<file path="config.mk">
export PLATFORM = sky130hd
export DESIGN_NAME = pfc_host
export DESIGN_NICKNAME = d
export VERILOG_FILES = /design/src/pfc_pkg.sv /design/src/pfc_cyc_if.sv /design/src/pfc_cycle.sv /design/src/pfc_host.sv
export SDC_FILE = /design/constraint.sdc
export NUM_CORES = 1
export LEC_CHECK = 0
export BUFFER_PORTS_ARGS = -buffer_cell sky130_fd_sc_hd__buf_2
export CAP_MARGIN = 20
export CORE_MARGIN = 3
export CORE_UTILIZATION = 35
export DETAILED_ROUTE_END_ITERATION = 7
export SLEW_MARGIN = 20
export SYNTH_ARGS = -nofsm -noshare
export SYNTH_HDL_FRONTEND = slang
export SYNTH_SLANG_ARGS = --single-unit
</file>
<file path="constraint.sdc">
create_clock -name clk_i -period 2.85 [get_ports clk_i]
set_input_delay 0.57 -clock clk_i [delete_from_list [all_inputs] [get_ports clk_i]]
set_output_delay 0.57 -clock clk_i [all_outputs]
set_load 0.02 [all_outputs]
</file>
<file path="src/pfc_pkg.sv">
/*
  constants, types and timing for the parallel flash host controller.
  assumes a 50 MHz clock and a byte-wide flash on asynchronous strobes.
*/
// Notes on behaviour
// - write only with select, strobe low, enable high
// - high voltage on reset pin unprotects sectors
// - address at later fall, data at first rise
// - the reset command or a hardware reset pulse leaves autoselect mode
// - after timing failure flag, host writes reset
// - byte program is four write cycles
package pfc_pkg;
  // ****************************************
  // widths and register map
  // ****************************************
  localparam int FA_W = 18;
  localparam int FD_W = 8;
  localparam int RA_W = 4;
  localparam int RD_W = 32;
  localparam int CNT_W = 6;
  localparam logic [RA_W-1:0] REG_CTRL = 4'h0;
  localparam logic [RA_W-1:0] REG_ADDR = 4'h4;
  localparam logic [RA_W-1:0] REG_DATA = 4'h8;
  localparam logic [RA_W-1:0] REG_STAT = 4'hc;
  localparam int CTRL_OP_LSB = 0;
  localparam int CTRL_UNPROT_BIT = 3;
  localparam int STAT_BUSY_BIT = 8;
  localparam int STAT_ERR_BIT = 9;
  localparam int STAT_AUTO_BIT = 10;
  localparam int STAT_UNPROT_BIT = 11;
  localparam int POLL_BIT = 7;
  localparam int FAIL_BIT = 5;
  // ****************************************
  // command encoding
  // ****************************************
  localparam logic [FA_W-1:0] UNLOCK_A1 = 18'h00555;
  localparam logic [FA_W-1:0] UNLOCK_A2 = 18'h002aa;
  localparam logic [FD_W-1:0] UNLOCK_D1 = 8'haa;
  localparam logic [FD_W-1:0] UNLOCK_D2 = 8'h55;
  localparam logic [FD_W-1:0] CMD_RESET = 8'hf0;
  localparam logic [FD_W-1:0] CMD_AUTO = 8'h90;
  localparam logic [FD_W-1:0] CMD_PROG = 8'ha0;
  localparam logic [2:0] STEP_LAST_UNLOCK = 3'h2;
  localparam logic [2:0] PROG_WRITES = 3'h4;
  // ****************************************
  // timing, in ns, then in clock cycles
  // ****************************************
  localparam int CLK_NS = 20;
  localparam int T_SETUP_NS = 20;
  localparam int T_WP_NS = 35;
  localparam int T_ACC_NS = 150;
  localparam int T_RP_NS = 500;
  localparam int T_RH_NS = 50;
  localparam int SYNC_STAGES = 3;
  function automatic int cyc_of(input int ns);
    int c;
    c = (ns + CLK_NS - 1) / CLK_NS;
    return (c < 1) ? 1 : c;
  endfunction
  localparam logic [CNT_W-1:0] CYC_SETUP = CNT_W'(cyc_of(T_SETUP_NS));
  localparam logic [CNT_W-1:0] CYC_WP = CNT_W'(cyc_of(T_WP_NS));
  localparam logic [CNT_W-1:0] CYC_RD = CNT_W'(cyc_of(T_ACC_NS) + SYNC_STAGES);
  localparam logic [CNT_W-1:0] CYC_RP = CNT_W'(cyc_of(T_RP_NS));
  localparam logic [CNT_W-1:0] CYC_RH = CNT_W'(cyc_of(T_RH_NS));
  localparam logic [CNT_W-1:0] CNT_ONE = 6'h01;
  // ****************************************
  // operations and states
  // ****************************************
  typedef enum logic [2:0] {
    OP_READ = 3'h0,
    OP_RESET = 3'h1,
    OP_AUTO = 3'h2,
    OP_PROG = 3'h3,
    OP_HWRST = 3'h4
  } pfc_op_t;
  typedef enum logic [4:0] {
    S_IDLE = 5'h01,
    S_ISSUE = 5'h02,
    S_WAIT = 5'h04,
    S_PULSE = 5'h08,
    S_RECOV = 5'h10
  } pfc_state_t;
  typedef enum logic [3:0] {
    E_IDLE = 4'h1,
    E_SETUP = 4'h2,
    E_STROBE = 4'h4,
    E_SAMPLE = 4'h8
  } pfc_eng_t;
endpackage

</file>
<file path="src/pfc_cyc_if.sv">
/*
  request and answer group between the sequencer and the bus cycle engine.
  assumes both ends run on the same clock.
*/
`timescale 1ns/100ps
`default_nettype none
interface pfc_cyc_if;
  import pfc_pkg::*;
  logic req;
  logic is_write;
  logic [FA_W-1:0] addr;
  logic [FD_W-1:0] wdata;
  logic [FD_W-1:0] rdata;
  logic done;
  modport ctl (output req, is_write, addr, wdata, input rdata, done);
  modport eng (input req, is_write, addr, wdata, output rdata, done);
endinterface
`default_nettype wire

</file>
<file path="src/pfc_cycle.sv">
/*
  bus cycle engine: turns one request into one flash write or read cycle.
  assumes the flash data pins are asynchronous to clk_i.
*/
`timescale 1ns/100ps
`default_nettype none
module pfc_cycle
(
  input wire logic clk_i,
  input wire logic reset_i,
  pfc_cyc_if.eng c,
  output logic [pfc_pkg::FA_W-1:0] flash_addr_o,
  output logic [pfc_pkg::FD_W-1:0] flash_dq_o,
  output logic flash_dq_oe_o,
  input wire logic [pfc_pkg::FD_W-1:0] flash_dq_i,
  output logic flash_ce_n_o,
  output logic flash_oe_n_o,
  output logic flash_we_n_o
);
  import pfc_pkg::*;
  pfc_eng_t st_q;
  logic [CNT_W-1:0] cnt_q;
  logic [FD_W-1:0] s1_q, s2_q, s3_q;
  logic [FD_W-1:0] rdata_q;
  logic done_q;
  wire cnt_last = (cnt_q == CNT_ONE);
  wire sync_agree = (s2_q == s3_q);
  assign c.rdata = rdata_q;
  assign c.done = done_q;
  // ****************************************
  // data pin synchroniser
  // ****************************************
  always_ff @(posedge clk_i)
  begin
    s1_q <= flash_dq_i;
    s2_q <= s1_q;
    s3_q <= s2_q;
  end
  // ****************************************
  // cycle sequencing
  // ****************************************
  // address set before the strobe falls, data held past its rise
  always_ff @(posedge clk_i)
  begin
    if (reset_i)
    begin
      st_q <= E_IDLE;
      cnt_q <= '0;
      flash_addr_o <= '0;
      flash_dq_o <= '0;
      flash_dq_oe_o <= 1'b0;
      flash_ce_n_o <= 1'b1;
      flash_oe_n_o <= 1'b1;
      flash_we_n_o <= 1'b1;
      rdata_q <= '0;
      done_q <= 1'b0;
    end
    else
    begin
      done_q <= 1'b0;
      case (st_q)
        E_IDLE:
        begin
          if (c.req)
          begin
            flash_addr_o <= c.addr;
            flash_dq_o <= c.wdata;
            flash_dq_oe_o <= c.is_write;
            flash_ce_n_o <= 1'b0;
            flash_oe_n_o <= c.is_write;
            cnt_q <= c.is_write ? CYC_SETUP : CYC_RD;
            st_q <= c.is_write ? E_SETUP : E_SAMPLE;
          end
        end
        E_SETUP:
        begin
          if (cnt_last)
          begin
            flash_we_n_o <= 1'b0;
            cnt_q <= CYC_WP;
            st_q <= E_STROBE;
          end
          else
            cnt_q <= cnt_q - CNT_ONE;
        end
        E_STROBE:
        begin
          if (cnt_last)
          begin
            flash_we_n_o <= 1'b1;
            cnt_q <= CNT_ONE;
            st_q <= E_SAMPLE;
          end
          else
            cnt_q <= cnt_q - CNT_ONE;
        end
        E_SAMPLE:
        begin
          if (!cnt_last)
            cnt_q <= cnt_q - CNT_ONE;
          else if (sync_agree || flash_oe_n_o)
          begin
            if (!flash_oe_n_o)
              rdata_q <= s3_q;
            flash_ce_n_o <= 1'b1;
            flash_oe_n_o <= 1'b1;
            flash_dq_oe_o <= 1'b0;
            done_q <= 1'b1;
            st_q <= E_IDLE;
          end
        end
        default:
          st_q <= E_IDLE;
      endcase
    end
  end
endmodule
`default_nettype wire

</file>
<file path="src/pfc_host.sv">
/*
  host controller for a byte-wide parallel flash: software orders reads,
  reset command, autoselect entry, byte program and hardware reset pulses.
  assumes a plain register port, one clock, and an external switch that puts
  the high voltage on the flash reset pin while vid_req_o is high.
*/
`timescale 1ns/100ps
`default_nettype none
module pfc_host
(
  input wire logic clk_i,
  input wire logic reset_i,
  input wire logic [pfc_pkg::RA_W-1:0] reg_addr_i,
  input wire logic [pfc_pkg::RD_W-1:0] reg_wdata_i,
  input wire logic reg_wr_i,
  input wire logic reg_rd_i,
  output logic [pfc_pkg::RD_W-1:0] reg_rdata_o,
  output logic [pfc_pkg::FA_W-1:0] flash_addr_o,
  output logic [pfc_pkg::FD_W-1:0] flash_dq_o,
  output logic flash_dq_oe_o,
  input wire logic [pfc_pkg::FD_W-1:0] flash_dq_i,
  output logic flash_ce_n_o,
  output logic flash_oe_n_o,
  output logic flash_we_n_o,
  output logic flash_reset_n_o,
  output logic vid_req_o
);
  import pfc_pkg::*;
  pfc_cyc_if cyc();
  pfc_state_t st_q;
  pfc_op_t op_q;
  logic [FA_W-1:0] addr_q, caddr_q;
  logic [FD_W-1:0] data_q, cwd_q, rd_q;
  logic [2:0] step_q, wcnt_q;
  logic [CNT_W-1:0] cnt_q;
  logic req_q, iswr_q, poll_q, fail_seen_q;
  logic unprot_q, auto_q, err_q;
  // ****************************************
  // command sequence tables
  // ****************************************
  function automatic logic [2:0] nsteps(input pfc_op_t op);
    case (op)
      OP_AUTO: nsteps = 3'h3;
      OP_PROG: nsteps = PROG_WRITES;
      default: nsteps = 3'h1;
    endcase
  endfunction
  // unlock cycles first, then command, then target
  function automatic logic [FA_W-1:0] step_addr(input pfc_op_t op, input logic [2:0] s,
                                                input logic [FA_W-1:0] a);
    if (op == OP_READ || op == OP_RESET || s > STEP_LAST_UNLOCK)
      step_addr = a;
    else if (s == 3'h1)
      step_addr = UNLOCK_A2;
    else
      step_addr = UNLOCK_A1;
  endfunction
  function automatic logic [FD_W-1:0] step_data(input pfc_op_t op, input logic [2:0] s,
                                                input logic [FD_W-1:0] d);
    if (op == OP_RESET)
      step_data = CMD_RESET;
    else if (s == 3'h0)
      step_data = UNLOCK_D1;
    else if (s == 3'h1)
      step_data = UNLOCK_D2;
    else if (s == STEP_LAST_UNLOCK)
      step_data = (op == OP_AUTO) ? CMD_AUTO : CMD_PROG;
    else
      step_data = d;
  endfunction
  // ****************************************
  // register decode
  // ****************************************
  wire wr_ctrl = reg_wr_i && (reg_addr_i == REG_CTRL);
  wire wr_addr = reg_wr_i && (reg_addr_i == REG_ADDR);
  wire wr_data = reg_wr_i && (reg_addr_i == REG_DATA);
  wire idle = (st_q == S_IDLE);
  wire pfc_op_t new_op = pfc_op_t'(reg_wdata_i[CTRL_OP_LSB +: 3]);
  wire op_known = (new_op == OP_READ) || (new_op == OP_RESET) || (new_op == OP_AUTO) ||
                  (new_op == OP_PROG) || (new_op == OP_HWRST);
  // autoselect must be left by the reset command or a hardware reset pulse before a new sequence
  wire op_blocked = auto_q && ((new_op == OP_AUTO) || (new_op == OP_PROG));
  wire start = wr_ctrl && idle && op_known && !op_blocked;
  wire refuse = wr_ctrl && idle && (!op_known || op_blocked);
  wire hw_go = start && (new_op == OP_HWRST);
  wire cnt_last = (cnt_q == CNT_ONE);
  wire last_step = ((step_q + 3'h1) == nsteps(op_q));
  wire poll_match = (cyc.rdata[POLL_BIT] == data_q[POLL_BIT]);
  wire fail_hit = (st_q == S_WAIT) && cyc.done && poll_q && !poll_match &&
                  cyc.rdata[FAIL_BIT] && fail_seen_q;
  // high voltage only while the reset pin is not being pulled low
  wire vid_d = unprot_q && !hw_go && (st_q != S_PULSE);
  wire [RD_W-1:0] stat_word = {20'h00000, unprot_q, auto_q, err_q, !idle, rd_q};
  wire [RD_W-1:0] rd_sel = (reg_addr_i == REG_CTRL) ? {28'h0000000, unprot_q, op_q} :
                           (reg_addr_i == REG_ADDR) ? {14'h0000, addr_q} :
                           (reg_addr_i == REG_DATA) ? {24'h000000, data_q} :
                           (reg_addr_i == REG_STAT) ? stat_word : '0;
  assign cyc.req = req_q;
  assign cyc.is_write = iswr_q;
  assign cyc.addr = caddr_q;
  assign cyc.wdata = cwd_q;
  // ****************************************
  // software registers
  // ****************************************
  // read data stand only in the cycle after the strobe
  always_ff @(posedge clk_i)
  begin
    if (reset_i)
    begin
      reg_rdata_o <= '0;
      addr_q <= '0;
      data_q <= '0;
      unprot_q <= 1'b0;
      vid_req_o <= 1'b0;
    end
    else
    begin
      reg_rdata_o <= reg_rd_i ? rd_sel : '0;
      if (wr_addr && idle)
        addr_q <= reg_wdata_i[FA_W-1:0];
      if (wr_data && idle)
        data_q <= reg_wdata_i[FD_W-1:0];
      if (wr_ctrl)
        unprot_q <= reg_wdata_i[CTRL_UNPROT_BIT];
      vid_req_o <= vid_d;
    end
  end
  // ****************************************
  // operation sequencer
  // ****************************************
  always_ff @(posedge clk_i)
  begin
    if (reset_i)
    begin
      st_q <= S_IDLE;
      op_q <= OP_READ;
      step_q <= '0;
      wcnt_q <= '0;
      cnt_q <= '0;
      req_q <= 1'b0;
      iswr_q <= 1'b0;
      caddr_q <= '0;
      cwd_q <= '0;
      poll_q <= 1'b0;
      fail_seen_q <= 1'b0;
      auto_q <= 1'b0;
      err_q <= 1'b0;
      rd_q <= '0;
      flash_reset_n_o <= 1'b1;
    end
    else
    begin
      req_q <= 1'b0;
      if (cyc.done && iswr_q)
        wcnt_q <= wcnt_q + 3'h1;
      case (st_q)
        S_IDLE:
        begin
          if (refuse)
            err_q <= 1'b1;
          if (start)
          begin
            op_q <= new_op;
            step_q <= '0;
            wcnt_q <= '0;
            err_q <= 1'b0;
            fail_seen_q <= 1'b0;
            poll_q <= 1'b0;
            if (hw_go)
            begin
              flash_reset_n_o <= 1'b0;
              cnt_q <= CYC_RP;
              st_q <= S_PULSE;
            end
            else
              st_q <= S_ISSUE;
          end
        end
        S_ISSUE:
        begin
          req_q <= 1'b1;
          iswr_q <= !poll_q && (op_q != OP_READ);
          caddr_q <= poll_q ? addr_q : step_addr(op_q, step_q, addr_q);
          cwd_q <= step_data(op_q, step_q, data_q);
          st_q <= S_WAIT;
        end
        S_WAIT:
        begin
          if (cyc.done && poll_q)
          begin
            rd_q <= cyc.rdata;
            if (poll_match)
            begin
              poll_q <= 1'b0;
              st_q <= S_IDLE;
            end
            else if (fail_hit)
            begin
              err_q <= 1'b1;
              poll_q <= 1'b0;
              op_q <= OP_RESET;
              step_q <= '0;
              st_q <= S_ISSUE;
            end
            else
            begin
              fail_seen_q <= cyc.rdata[FAIL_BIT];
              st_q <= S_ISSUE;
            end
          end
          else if (cyc.done && last_step)
          begin
            if (op_q == OP_READ)
              rd_q <= cyc.rdata;
            if (op_q == OP_AUTO)
              auto_q <= 1'b1;
            if (op_q == OP_RESET)
              auto_q <= 1'b0;
            poll_q <= (op_q == OP_PROG);
            st_q <= (op_q == OP_PROG) ? S_ISSUE : S_IDLE;
          end
          else if (cyc.done)
          begin
            step_q <= step_q + 3'h1;
            st_q <= S_ISSUE;
          end
        end
        S_PULSE:
        begin
          if (cnt_last)
          begin
            flash_reset_n_o <= 1'b1;
            auto_q <= 1'b0;
            cnt_q <= CYC_RH;
            st_q <= S_RECOV;
          end
          else
            cnt_q <= cnt_q - CNT_ONE;
        end
        S_RECOV:
        begin
          if (cnt_last)
            st_q <= S_IDLE;
          else
            cnt_q <= cnt_q - CNT_ONE;
        end
        default:
          st_q <= S_IDLE;
      endcase
    end
  end
  pfc_cycle u_cycle
  (
    .clk_i(clk_i),
    .reset_i(reset_i),
    .c(cyc.eng),
    .flash_addr_o(flash_addr_o),
    .flash_dq_o(flash_dq_o),
    .flash_dq_oe_o(flash_dq_oe_o),
    .flash_dq_i(flash_dq_i),
    .flash_ce_n_o(flash_ce_n_o),
    .flash_oe_n_o(flash_oe_n_o),
    .flash_we_n_o(flash_we_n_o)
  );

  wire auto_clr_ok = (op_q == OP_RESET) || (st_q == S_PULSE);
endmodule
`default_nettype wire

</file>
==> After elaboration in Yosys (flattened, before gate mapping) <==
Cells that the tools add are included.
W data, S select, Z words.
{ "totals": {"ff_bits": 191, "inputBits": 48, "wordCells": 261} }
{ "op_classes": {"add_sub_neg": 3, "magnitude_cmp": 1, "n_eq_ne": 53, "mux": 96, "bitwise": 4, "reduce_logical": 70} }
{ "op_table": {"columns": ["op", "count"], "rows": [
  ["$mux W8", 7],
  ["$mux W18", 3],
  ["$mux W6", 9],
  ["$mux W4", 9],
  ["$mux W1", 31],
  ["$mux W3", 10],
  ["$mux W5", 6],
  ["$pmux W5 S5", 1],
  ["$reduce_and A5 Y1", 5],
  ["$mux W12", 2],
  ["$pmux W6 S4", 1],
  ["$reduce_and A4 Y1", 6],
  ["$logic_and A1 B1 Y1", 21],
  ["$ne A2 B2 Y1 const B", 9],
  ["$pmux W1 S2", 9],
  ["$pmux W3 S2", 3],
  ["$pmux W6 S3", 1],
  ["$ne A2 B1 Y1 const B", 8],
  ["$pmux W4 S4", 1],
  ["$eq A3 B2 Y1 const B", 5],
  ["$reduce_bool A2 Y1", 7],
  ["$eq A4 B4 Y1 const B", 3],
  ["$eq A6 B1 Y1 const B", 2],
  ["$ne A3 B1 Y1 const B", 4],
  ["35 further kinds", 64]
]} }

==> Logic depth before layout (Yosys ltp) <==
{ "logic_depth": {"depth_word": 11, "mapped_depth": 9, "ltp_nobuf": 8} }

==> Cells and area by module <==
A second synthesis with hierarchy kept.
{ "hier_totals": {"hier_cells": 852, "area_unflattened_um2": 7394.6} }
{ "modules_own_cells": {"columns": ["module", "n_inst", "cells_each", "area_each_um2", "seq_area_each_um2"], "rows": [
  ["pfc_host", 1, 558, 4690.7, 2082.0],
  ["pfc_cycle", 1, 294, 2703.8, 1461.4]
]} }

==> Worst setup path before layout <==
OpenSTA, ideal clock, no wires.
{ "synth_timing": {"path_type": "in2reg", "startpoint": "input port reg_addr_i[1] (netlist bit)", "endpoint": "register flash_reset_n_o", "setup_ps": 114, "arrival_time_ps": 1989, "slack_ps": 747, "stages": 6, "n_path_buf": 0, "cell_sequence": "or3b_1 -> nor3_2 -> a21oi_1 -> a31o_2 -> or2_1 -> a21o_1"} }
{ "synth_between": {"elab_chain_cells": 8} }
{ "synth_rtl": {"columns": ["item", "line", "rtl"], "rows": [
  ["start: declaration", "pfc_host.sv:13", "input wire logic [pfc_pkg::RA_W-1:0] reg_addr_i,"],
  ["$logic_not A4 Y1 (*)", "pfc_host.sv:74", "wire wr_ctrl = reg_wr_i && (reg_addr_i == REG_CTRL);"],
  ["$logic_and A1 B1 Y1 (*)", "pfc_host.sv:74", null],
  ["$logic_and A1 B1 Y1 (*) (3 in a row)", "pfc_host.sv:83", "wire start = wr_ctrl && idle && op_known && !op_blocked;"],
  ["$logic_and A1 B1 Y1", "pfc_host.sv:85", "wire hw_go = start && (new_op == OP_HWRST);"],
  ["$ne A2 B1 Y1 (no line)", null, null],
  ["$reduce_and A4 Y1 (no line) (*)", null, null],
  ["end signal: assignment", "pfc_host.sv:149", "flash_reset_n_o <= 1'b1;"],
  ["end signal: assignment", "pfc_host.sv:171", "flash_reset_n_o <= 1'b0;"],
  ["end signal: assignment", "pfc_host.sv:232", "flash_reset_n_o <= 1'b1;"],
  ["end: declaration", "pfc_host.sv:25", "output logic flash_reset_n_o,"]
]} }
Every way passes the cells marked *; elsewhere a longest branch is shown, timed or not.
A chain may end at the register's enable or synchronous reset.

==> Final worst setup path <==
{ "layout_timing": {"startpoint": "register op_q[0]", "endpoint": "register rd_q[4]"} }
{ "layout_between": {"elab_chain_cells": 6} }
{ "layout_rtl": {"columns": ["item", "line", "rtl"], "rows": [
  ["start: declaration", "pfc_host.sv:31", "pfc_op_t op_q;"],
  ["start signal: assignment", "pfc_host.sv:163", "op_q <= new_op;"],
  ["$eq A3 B2 Y1", "pfc_host.sv:42", "case (op)"],
  ["$pmux W3 S2", "pfc_host.sv:42", null],
  ["$eq A3 B3 Y1", "pfc_host.sv:87", "wire last_step = ((step_q + 3'h1) == nsteps(op_q));"],
  ["$logic_and A1 B1 Y1", "pfc_host.sv:211", "else if (cyc.done && last_step)"],
  ["$reduce_bool A2 Y1 (no line)", null, null],
  ["$reduce_and A3 Y1 (no line) (*)", null, null],
  ["end signal: assignment", "pfc_host.sv:191", "rd_q <= cyc.rdata;"],
  ["end signal: assignment", "pfc_host.sv:214", "rd_q <= cyc.rdata;"],
  ["end: declaration", "pfc_host.sv:33", "logic [FD_W-1:0] data_q, cwd_q, rd_q;"]
]} }
Marked as above.

==> impl_metrics.py <==
metrics = {
    "sta": {
        "fmax_mhz": 420,
        "hold_viol": 0,
        "skew_ns": 0.0109,
        "setup_tns_ns": 0,
        "fin_crit_sh": 0.836,
        "slew_violations": 0,
        "rsz0062_at_grt": "false",
        "fin_crit_ns": 2.38,
        "final-setup-viol-count": 0,
        "worstMarginPinSlew_ns": 0.800,
        "relSlewSlack": 0.467,
    },
    "die": {
        "start_util": 0.359,
        "die-area_um2": 22600,
        "ios": 112,
        "die_y_um": 150,
        "coreArea_um2": 20400,
        "num_rows": 52,
        "die_w_um": 150,
    },
    "hold_path": {
        "hp-class": "in2reg",
    },
    "drt": {
        "routed_wl_um": 17500,
        "drtPass1Iterations": 5,
        "wire_per_inst_um": 14.7,
        "vias": 5852,
        "drt-initial-drc-count": 348,
        "viasPerCell": 4.93,
        "drtAntennaViolNets": 0,
        "drc": 0,
    },
    "cells_and_area": {
        "diodes": 0,
        "drive_gt1_frac": 0.164,
        "area_delta_synth_final_pct": 16.1,
        "final_common_cell": "dfxtp_1",
        "layoutNonFillerInstCount": 1188,
        "fillers": 2038,
        "final_area_um2": 8480,
        "final_cell_mix": "dfxtp_1 (177), nand2_1 (133), a21oi_1 (101), nor2_1 (99), buf_2 (82)",
        "nets": 961,
    },
    "pwr": {
        "irDropWorstVdd_v": 0.000519,
        "p_per_area_nw_per_um2": 647,
        "p_leak_uw": 0.00317,
    },
    "placed_design": {
        "dp_cells": 1156,
        "io_buffers": 83,
        "placed_area_um2": 7890,
        "gp_congestion": 0.858,
        "place_hpwl_um": 12600,
    },
    "logic_synthesis": {
        "synth-edff-count": 0,
        "synthTopCellsByArea": "dfxtp_1 (49%), a21oi_1 (6.9%), nand2_1 (6.8%)",
        "yosysUniqueCellTypes": 68,
        "synth_flop_cell": "dfxtp_1",
        "synth_top_area_frac": 0.485,
        "yosys.area.top_type": "dfxtp_1",
        "syn_inst": 839,
        "synthArstFlopShare": 0,
        "yosysSeqAreaShare": 0.485,
        "synth_warnings": 0,
        "synth_area_um2": 7300,
        "synth_seq_cells": 177,
        "postSynthAreaPerCell_um2": 8.71,
    },
    "global_routing": {
        "grt_max_degree": 76,
        "grtUsageTotal": 0.159,
        "grt_pass1_vias": 5431,
        "antenna_found_initial": 1,
        "overflow": 0,
        "grt_pass1_wl_um": 28400,
    },
    "setup_path": {
        "cp.arrival_ns": 2.67,
        "worstSetupEndpointType": "flip-flop",
        "crit_fanout": 8,
        "critical_path_class": "reg2reg",
        "crit_required_ns": 3.14,
        "startpoint_type": "flip-flop",
    },
    "cts": {
        "post_cts_buffers": 0,
        "numCtsBuffers": 17,
        "htreeDepth": 4,
        "clockRootBuffer": "clkbuf_16",
        "cts-resized-gates": 0,
        "cts_tree": "yes",
        "hold_buffers": 0,
        "clk_pin_slew_worst_paths_ns": 0.06,
        "clk_latency_ns": 0.43,
        "clk_path_buf_depth": 2,
        "cts_num_sinks": 177,
    },
    "job": {
        "cap_violations": 0,
    },
    "run_status": {
        "status": "completed",
    },
}
layer usage:
metal	wire, µm	vias to the layer above	part of all wire	global-route usage
li1	-	2995	-	-
met1	8790	2723	0.50	0.232
met2	7540	117	0.43	0.232
met3	977	15	0.056	0.0400
met4	151	2	0.0086	0.0425
met5	13	-	0.00074	0
kinds of logic after synthesis:
| kind of cell | after synthesis | share of synthesized area |
|---|---|---|
| buffers and inverters | 75 | 0.0505 |
| AOI/OAI and AO/OA | 181 | 0.150 |
| adders and majority gates | 8 | 0.0137 |
| and+or+nand+nor | 343 | 0.221 |
| xor gates and xnor gates | 14 | 0.0168 |
| other | 1 | 0.000513 |
| DFF | 177 | 0.485 |
| muxes | 40 | 0.0624 |
sequential cells by signal, indices dropped and copies added (netlist names), 4 cells and up:
| name | flops |
|---|---|
| st_q | 5 |
| u_cycle.c.rdata | 8 |
| u_cycle.flash_dq_o | 8 |
| caddr_q | 18 |
| addr_q | 18 |
| cwd_q | 8 |
| u_cycle.cnt_q | 6 |
| u_cycle.s1_q | 8 |
| u_cycle.flash_addr_o | 18 |
| cnt_q | 6 |
| u_cycle.st_q | 4 |
| u_cycle.s3_q | 8 |
| u_cycle.s2_q | 8 |
| data_q | 8 |
| rd_q | 8 |
| reg_rdata_o | 18 |
cells in the mapped netlist (4+ instances only):
library cell,count
ha_1,8
a311oi_1,5
buf_4,17
mux2_2,4
o211ai_1,9
nand2_1,133
nor3b_1,8
nand2b_1,9
mux2i_1,32
nor3_1,14
or3_1,5
a22oi_1,11
xnor2_1,12
clkbuf_1,31
buf_2,7
and3_1,5
dfxtp_1,177
nand4_1,5
mux4_2,4
nor2_1,99
a31oi_1,5
inv_1,15
a211oi_1,6
a21oi_1,101
o21ai_0,21
nor2b_1,12
nand3_1,16
and2_1,7
worst paths after layout:
check	start	end	slack, ns	depth (start not counted)
worst max-delay path	op_q[0]	rd_q[4]	0.47	6
worst min-delay path	flash_dq_i[2]	u_cycle.s1_q[2]	0.24	1
worst max register to register	op_q[0]	rd_q[4]	0.47	6
worst min register to register	u_cycle.s1_q[1]	u_cycle.s2_q[1]	0.33	0
through the flow:
stage,total power [µW],hold slack [ns],util,worst slack (ns)
final,5490,0.241,0.416,0.467
after global routing,5750,0.220,0.416,0.257
after CTS,5550,0.221,0.416,0.483
after detailed placement,3240,0.312,0.387,0.342
after global placement,3230,0.310,0.387,0.372
after floorplan,3100,0.310,-,0.747
critical path, cell delays in order, from the launching register on:
cell and delay [ns]:
dfxtp_1 0.41, nor3b_1 0.57, xnor2_1 0.21, o21ai_2 0.15, o32ai_4 0.60, mux2i_1 0.25, nor2_1 0.05
layout make-up:
cell class	count	area, µm²	share of cell area
Inverter	15	56.3	0.00664
Multi-Input combinational cell	600	3450	0.407
Tap cell	270	338	0.0398
Sequential cell	177	3540	0.418
Timing Repair Buffer	94	500	0.0590
Clock buffer	23	498	0.0587
Clock inverter	9	95.1	0.0112
report_power, final:
part	switching, µW	internal, µW	total, µW
clock	972	1330	2300
sequential	73.9	2550	2630
combinational	354	201	555
Power figures use the tool's default switching activity.
